## src/rtl/vector_map_pkg.sv

```systemverilog
package vector_map_pkg;
    // program address width in words
    localparam int ADDR_W = 16;
    localparam int SRC_W = 5;
    localparam logic [4:0] NUM_SRC = 5'h16;
    localparam logic [15:0] RESET_ADDR_APP = 16'h0000;
    localparam logic [15:0] TABLE_OFFSET = 16'h0002;
    localparam logic [15:0] BOOT_START_DEFAULT = 16'h1C00;
    // vector-change window length in clock cycles
    localparam logic [2:0] CHANGE_WINDOW = 3'h4;
    // blocking lasts one more instruction after the select write
    localparam logic [2:0] POST_WRITE_HOLD = 3'h2;
    // apb register byte addresses
    localparam logic [11:0] CTRL_ADDR = 12'h000;
    localparam logic [11:0] BOOT_ADDR = 12'h004;
    localparam logic [11:0] STATUS_ADDR = 12'h008;
    // control register bit positions
    localparam int SEL_BIT = 1;
    localparam int CHG_BIT = 0;
    // status register bit positions
    localparam int ST_SEL_BIT = 0;
    localparam int ST_CHG_BIT = 1;
    localparam int ST_BLOCK_BIT = 2;
    localparam int ST_FUSE_BIT = 3;
    // fuse stored value meaning unprogrammed
    localparam logic FUSE_UNPROGRAMMED = 1'b1;
endpackage

```

## src/rtl/vec_req_if.sv

```systemverilog
`timescale 1ns/1ps
interface vec_req_if;
    logic req;
    logic is_reset;
    logic [vector_map_pkg::SRC_W-1:0] src;
    logic valid;
    logic [vector_map_pkg::ADDR_W-1:0] addr;
    modport core (output req, is_reset, src, input valid, addr);
    modport calc (input req, is_reset, src, output valid, addr);
endinterface

```

## src/rtl/reset_irq_vector_map.sv

```systemverilog
`timescale 1ns/1ps
// What this block does
// unprogrammed fuse: reset jumps to zero
// programmed fuse: reset jumps to boot start
// fuse value 1 unprogrammed, 0 programmed
// select set: vectors offset by boot start
// table starts at 0x0002 or boot+0x0002
// external_irq_zero, pin change zero, one at 2,4,6
// second 8-bit timer: 0x0008, 0x000A
// 16-bit timer: 0x000C through 0x0012
// first 8-bit timer: 0x0014, 0x0016
// serial peripheral complete at 0x0018
// usart events at 0x001A, 0x001C, 0x001E
// serial iface start, overflow: 0x0020, 0x0022
// comparator 0x0024, converter 0x0026
// eeprom, store, lcd at 0x0028..0x002C
// change enable clears after four cycles
// interrupts blocked during change sequence
// vector is base plus twice source index
module reset_irq_vector_map (
    input wire logic pclk, // system clock
    input wire logic presetn, // async reset, active low
    input wire logic ce, // clock enable, freezes state when low
    input wire logic boot_reset_select_fuse, // fuse, 1 = unprogrammed
    input wire logic psel, // apb select
    input wire logic penable, // apb enable
    input wire logic pwrite, // apb direction
    input wire logic [11:0] paddr, // apb byte address
    input wire logic [31:0] pwdata, // apb write data
    output logic [31:0] prdata, // apb read data
    output logic pready, // apb ready
    output logic pslverr, // apb error
    input wire logic vec_req, // core asks for a vector
    input wire logic vec_is_reset, // request is the reset target
    input wire logic [4:0] vec_src, // zero-based interrupt source
    output logic vec_valid, // answer valid, one cycle
    output logic [15:0] vec_addr, // answered program address
    output logic irq_block // interrupts blocked
);
    vec_req_if vbus ();
    logic acc;
    logic wr;
    logic hit_ctrl;
    logic hit_boot;
    logic hit_stat;
    logic chg_wr;
    logic sel_wr;
    logic chg;
    logic sel;
    logic block;
    logic [15:0] boot_q;
    logic [31:0] rd_d;
    logic [31:0] prdata_q;
    logic pready_q;
    logic pslverr_q;
    logic block_q;
    logic [2:0] fuse_sync_q;
    logic fuse_q;
    logic fuse_agree;

    assign acc = psel && penable && !pready_q;
    assign wr = acc && pwrite;
    assign hit_ctrl = paddr == vector_map_pkg::CTRL_ADDR;
    assign hit_boot = paddr == vector_map_pkg::BOOT_ADDR;
    assign hit_stat = paddr == vector_map_pkg::STATUS_ADDR;
    assign chg_wr = wr && hit_ctrl && pwdata[vector_map_pkg::CHG_BIT];
    assign sel_wr = wr && hit_ctrl && !pwdata[vector_map_pkg::CHG_BIT];

    assign rd_d = hit_ctrl ? {30'h0, sel, chg}
        : hit_boot ? {16'h0, boot_q}
        : hit_stat ? {28'h0, fuse_q, block, chg, sel}
        : 32'h0;

    vector_change_guard u_guard (
        .pclk(pclk),
        .presetn(presetn),
        .ce(ce),
        .chg_wr(chg_wr),
        .sel_wr(sel_wr),
        .sel_val(pwdata[vector_map_pkg::SEL_BIT]),
        .chg_q(chg),
        .sel_q(sel),
        .block_q(block)
    );

    assign vbus.req = vec_req;
    assign vbus.is_reset = vec_is_reset;
    assign vbus.src = vec_src;

    // fuse level is not timed to pclk; a change counts once stages two and three agree
    assign fuse_agree = fuse_sync_q[1] == fuse_sync_q[2];

    always_ff @(posedge pclk or negedge presetn) begin
        if (!presetn) begin
            fuse_sync_q <= {3{vector_map_pkg::FUSE_UNPROGRAMMED}};
            fuse_q <= vector_map_pkg::FUSE_UNPROGRAMMED;
        end else if (ce) begin
            fuse_sync_q <= {fuse_sync_q[1:0], boot_reset_select_fuse};
            if (fuse_agree) begin
                fuse_q <= fuse_sync_q[2];
            end
        end
    end

    vector_addr_calc u_calc (
        .pclk(pclk),
        .presetn(presetn),
        .ce(ce),
        .fuse_unprog(fuse_q),
        .table_sel(sel),
        .boot_start(boot_q),
        .bus(vbus)
    );

    always_ff @(posedge pclk or negedge presetn) begin
        if (!presetn) begin
            boot_q <= vector_map_pkg::BOOT_START_DEFAULT;
            prdata_q <= 32'h0;
            pready_q <= 1'b0;
            pslverr_q <= 1'b0;
            block_q <= 1'b0;
        end else if (ce) begin
            pready_q <= acc;
            pslverr_q <= acc && !(hit_ctrl || hit_boot || hit_stat);
            if (acc && !pwrite) begin
                prdata_q <= rd_d;
            end
            if (wr && hit_boot) begin
                boot_q <= pwdata[15:0];
            end
            block_q <= block;
        end
    end

    assign prdata = prdata_q;
    assign pready = pready_q;
    assign pslverr = pslverr_q;
    assign vec_valid = vbus.valid;
    assign vec_addr = vbus.addr;
    assign irq_block = block_q;
endmodule // reset_irq_vector_map

```

## src/rtl/vector_addr_calc.sv

```systemverilog
`timescale 1ns/1ps
module vector_addr_calc (
    input wire logic pclk, // system clock
    input wire logic presetn, // async reset, active low
    input wire logic ce, // clock enable
    input wire logic fuse_unprog, // boot reset fuse, 1 = unprogrammed
    input wire logic table_sel, // vector table in boot section
    input wire logic [vector_map_pkg::ADDR_W-1:0] boot_start, // boot section start
    vec_req_if.calc bus // vector request and answer
);
    logic [vector_map_pkg::ADDR_W-1:0] table_base;
    logic [vector_map_pkg::ADDR_W-1:0] reset_target;
    logic [vector_map_pkg::ADDR_W-1:0] vec_addr;
    logic [vector_map_pkg::ADDR_W-1:0] slot_off;
    logic src_ok;
    logic valid_q;
    logic [vector_map_pkg::ADDR_W-1:0] addr_q;

    assign reset_target = (fuse_unprog == vector_map_pkg::FUSE_UNPROGRAMMED)
        ? vector_map_pkg::RESET_ADDR_APP : boot_start;
    assign table_base = (table_sel ? boot_start : '0)
        + vector_map_pkg::TABLE_OFFSET;
    assign src_ok = bus.src < vector_map_pkg::NUM_SRC;
    // slots of two words in table order, sources 0..21
    assign slot_off = {{(vector_map_pkg::ADDR_W-vector_map_pkg::SRC_W-1){1'b0}},
        bus.src, 1'b0};
    assign vec_addr = table_base + slot_off;

    always_ff @(posedge pclk or negedge presetn) begin
        if (!presetn) begin
            valid_q <= 1'b0;
            addr_q <= '0;
        end else if (ce) begin
            valid_q <= bus.req && (bus.is_reset || src_ok);
            // the answered address stands until the next request
            if (bus.req) begin
                addr_q <= bus.is_reset ? reset_target : vec_addr;
            end
        end
    end

    assign bus.valid = valid_q;
    assign bus.addr = addr_q;
endmodule // vector_addr_calc

```

## src/rtl/vector_change_guard.sv

```systemverilog
`timescale 1ns/1ps
module vector_change_guard (
    input wire logic pclk, // system clock
    input wire logic presetn, // async reset, active low
    input wire logic ce, // clock enable
    input wire logic chg_wr, // write with change-enable bit set
    input wire logic sel_wr, // write with change-enable bit clear
    input wire logic sel_val, // value written to table select
    output logic chg_q, // change enable state
    output logic sel_q, // table select state
    output logic block_q // interrupts blocked
);
    logic [2:0] win_q;
    logic [2:0] hold_q;
    logic sel_accept;

    assign sel_accept = sel_wr && chg_q;

    always_ff @(posedge pclk or negedge presetn) begin
        if (!presetn) begin
            chg_q <= 1'b0;
            sel_q <= 1'b0;
            win_q <= '0;
            hold_q <= '0;
        end else if (ce) begin
            if (chg_wr) begin
                chg_q <= 1'b1;
                win_q <= vector_map_pkg::CHANGE_WINDOW;
            end else if (sel_accept || win_q == 3'h1) begin
                chg_q <= 1'b0;
                win_q <= '0;
            end else if (win_q != '0) begin
                win_q <= win_q - 3'h1;
            end
            if (sel_accept) begin
                sel_q <= sel_val;
                hold_q <= vector_map_pkg::POST_WRITE_HOLD;
            end else if (hold_q != '0) begin
                hold_q <= hold_q - 3'h1;
            end
        end
    end

    // blocks in the set cycle itself and through the post-write instruction
    assign block_q = chg_wr || chg_q || hold_q != '0;
endmodule // vector_change_guard

```

## config.mk

```make
export PLATFORM = sky130hd
export DESIGN_NAME = reset_irq_vector_map
export DESIGN_NICKNAME = d
export VERILOG_FILES = /design/src/rtl/vector_map_pkg.sv /design/src/rtl/vec_req_if.sv /design/src/rtl/reset_irq_vector_map.sv /design/src/rtl/vector_addr_calc.sv /design/src/rtl/vector_change_guard.sv
export SDC_FILE = /design/constraint.sdc
export NUM_CORES = 1
export LEC_CHECK = 0
export BUFFER_PORTS_ARGS = -buffer_cell sky130_fd_sc_hd__buf_4
export CORE_UTILIZATION = 35
export CTS_CLUSTER_SIZE = 25
export DETAILED_ROUTE_END_ITERATION = 8
export GPL_TIMING_DRIVEN = 0
export PLACE_DENSITY = 0.57
export SLEW_MARGIN = 20
export SYNTH_ARGS = -nofsm -noshare
export SYNTH_HDL_FRONTEND = slang
export SYNTH_SLANG_ARGS = --single-unit
```

## constraint.sdc

```tcl
create_clock -name pclk -period 2.8 [get_ports pclk]
set_input_delay 0.56 -clock pclk [delete_from_list [all_inputs] [get_ports pclk]]
set_output_delay 0.56 -clock pclk [all_outputs]
set_load 0.05 [all_outputs]
```

==> qor.tcl <==
set qor(rows) 36
set qor(route.final.wire_length_um) 8570
set qor(num_antenna_cells) 0
set qor(synth_top_area_cell) {dfrtp_1}
set qor(portBuffers) 76
set qor(synth_top_cells_by_count) {dfrtp_1 (57), nand2_1 (26), o21ai_0 (23)}
set qor(total_leakage_power_nw) 2.25
set qor(post_drt_wl_per_cell_um) 14.6
set qor(cp_max_fo) 19
set qor(via_count) 2860
set qor(dr.first_iter.drc_count) 81
set qor(num-nets-final) 521
set qor(rsz0062_at_grt) {no}
set qor(synthesized_cell_area_mm2) 0.00352
set qor(yosys.cell_count.top_type) {dfrtp_1}
set qor(post_cts_hold_buffer_count) 0
set qor(synth.yosys.warnings) 0
set qor(final_core_utilization_pct) 46.9
set qor(drv.max_cap_violation_count) 0
set qor(routed_via_density) 4.89
set qor(ys_dominant_reg_cell) {dfrtp_1}
set qor(synth.ff_latch_count) 64
set qor(largest_net_degree_at_the_start_of_global_routing) 65
set qor(timing.fmax_mhz) 373
set qor(clk-insertion-delay-late_ns) 0.34
set qor(floorplan.initialDensity_pct) 36.1
set qor(crit_arrival_ns) 2.89
set qor(cellInternalPower_w) 0.00169
set qor(cts_tree) {yes}
set qor(track_usage_pct) 17.4
set qor(root_buffer) {clkbuf_8}
set qor(grt_pass1_wl_um) 13800
set qor(via_count_of_the_first_global_routing_pass) 2725
set qor(ys_async_sr_fraction_pct) 100
set qor(syn_inst) 342
set qor(io_pins) 110
set qor(timing.final.max_slew_violations) 0
set qor(post_synth_main_area_contributors) {dfrtp_1 (40%), mux2_2 (6.1%), ha_1 (5.3%), dfstp_2 (5.2%), a22o_1 (3.5%)}
set qor(cts_buffers) 9
set qor(post_route_cells_drive_above_1_share_pct) 35.2
set qor(pwr_density_cell_mw_per_mm2) 533
set qor(switching_share_pct) 31.0
set qor(number_of_antenna_violations_at_the_first_check_in_global_routing) 0
set qor(synth.avg_cell_area_um2) 10.3
set qor(htree_levels) 3
set qor(setup_violations) 0
set qor(fin_crit_sh_pct) 95.7
set qor(die-height_um) 102
set qor(switchingPower_w) 0.000757
set qor(synth_enable_flop_cells) 0
set qor(seq_power_share_pct) 43.1
set qor(finalHoldViolations) 0
set qor(worst_max_slew_pin_slew_ns) 0.819
set qor(vdd_ir_drop_max_mv) 0.409
set qor(grt.overflow.total) 0
set qor(end_kind) {flip-flop}
set qor(relSlewSlack_pct) 45.4
set qor(worstSetupPathType) {flip-flop to flip-flop}
set qor(globalplace.congestion) 0.869
set qor(worst_setup_path_start_kind) {flip-flop}
set qor(first_pass_iters) 4
set qor(area.growth.synth_to_final_pct) 30.2
set qor(seq_area_frac_synth_pct) 45.7
set qor(outcome) {finished clean}
set qor(floorplan.die_area_mm2) 0.0105
set qor(core_area_mm2) 0.00977
set qor(synth_cell_types) 56
set qor(pre_cts_ws_ns) -0.528
set qor(dpl.hpwl_um) 6370
set qor(clock_pin_slew_reported_for_the_worst_setup_and_hold_paths_after_clock_tree_synthesis_ns) 0.07
set qor(numClockSinks) 64
set qor(fraction_of_synthesized_cell_area_taken_by_the_top_area_cell_type_pct) 40.5
set qor(ctsLongestPathBuffers) 2
set qor(detail-route-antenna-nets) 0
set qor(crit_required_ns) 3.01
set qor(clock-skew-final_ns) 0.0128
set qor(setup_total_negative_slack_ns) 0
set qor(die_width_um) 102
set qor(post-route-drc-count) 0
set qor(power.combinational.fraction_pct) 23.3
set qor(power.total_w) 0.00245
set qor(min_path_type) {input port to asynchronous set/reset pin}
set qor(clockPowerShare_pct) 33.7
set qor(tmin_final_ns) 2.68
set qor(postLayoutSetupSlackWorst_ns) 0.121
-- power by group through the flow --
stage	combinational, W	sequential, W	clock, W
after floorplan	0.000325	0.00113	0
after detailed placement	0.000567	0.00107	0
after CTS	0.000571	0.00105	0.000855
final	0.000569	0.00105	0.000823
after global routing	0.000636	0.00106	0.000888
after global placement	0.000553	0.00107	0
-- placed cells by master, fill, tap and decap left out, drive strengths merged, types with 6 or more instances in the layout --
cell type,count
nand4,6
clkbuf,22
conb,16
nand3,6
a31oi,8
dfrtp,57
nor2b,6
dfstp,7
ha,15
mux2,21
nand2,26
nor2,19
buf,99
a22o,14
a21oi,17
o21ai,24
and2,8
inv,18
-- final cells by class --
class	count	area, µm²
sequential	64	1610
fill	943	5190
timing repair buffer	80	601
tap	133	166
buffer	30	194
inverter	18	67.6
clock buffer	11	151
clock inverter	5	55.1
multi-input combinational	244	1740
-- flip-flops by register name, summed over array words and instances, names as in the netlist --
signal and count:
pready 1, u_guard.win_q 3, pslverr 1, u_guard.hold_q 3, boot_q 16, fuse_q 1
u_guard.chg_q 1, u_calc.bus.valid 1, fuse_sync_q 3, u_guard.sel_q 1, irq_block 1, prdata 16
u_calc.bus.addr 16
-- per-layer routing --
layer / track usage, % / vias up / routed length (µm)
met5: 0 / - / 0
met1: 22.9 / 1388 / 3830
met2: 28.8 / 57 / 4290
li1: - / 1406 / -
met3: 3.49 / 9 / 373
met4: 5.38 / 0 / 72
-- stage by stage --
step,instances,hold WS [ns],area (µm²)
5_1_grt,585,0.376,4590
6_report,585,0.305,4590
2_1_floorplan,357,0.264,3580
4_1_cts,582,0.334,4550
3_3_place_gp,566,0.467,4320
3_5_place_dp,566,0.474,4320
-- cell families (layout without fill, tap and decap cells) --
logic type / after synthesis / count (layout) / synth area share (%)
AND/OR/NAND/NOR: 92 / 92 / 15.0
multiplexers: 23 / 23 / 7.28
adder cells (fa/ha/maj): 16 / 16 / 5.89
AO/OA/AOI/OAI: 91 / 91 / 17.3
XOR/XNOR: 6 / 6 / 1.49
flip-flops: 64 / 64 / 45.7
buffers and inverters: 49 / 144 / 7.21
other: 1 / 16 / 0.106
-- worst max-delay path, stage by stage (launching register included) --
cell and delay (ns):
dfrtp_1 0.40, buf_8 0.16, and2_1 0.14, ha_1 0.28, ha_2 0.22, fa_2 0.37
a21oi_2 0.18, o211ai_1 0.16, buf_4 0.17, and3_1 0.15, a221oi_2 0.22, o21ai_0 0.11
-- timing repair --
action | CTS | global route
setup endpoints to repair | 10 | 5
gates resized for setup | 6 | 5
pin swaps | 2 | 2
setup buffers | 1 | 3
-- final timing paths --
| kind | endpoint | depth (start not counted) | start | slack, ns |
|---|---|---|---|---|
| min | prdata[11]$_DFFE_PN0P_ | 1 | presetn | 0.31 |
| max | u_calc.bus.addr[10]$_DFFE_PN0P_ | 11 | u_guard.sel_q$_DFFE_PN0P_ | 0.12 |
| min in group pclk | boot_q[6]$_DFFE_PN0P_ | 2 | pwdata[6] | 0.44 |
| min reg2reg | u_calc.bus.addr[8]$_DFFE_PN0P_ | 2 | u_calc.bus.addr[8]$_DFFE_PN0P_ | 0.48 |
| max reg2reg | u_calc.bus.addr[10]$_DFFE_PN0P_ | 11 | u_guard.sel_q$_DFFE_PN0P_ | 0.12 |
| max in group asynchronous | prdata[4]$_DFFE_PN0P_ | 1 | presetn | 1.95 |
(Power assumes the default switching activity.)
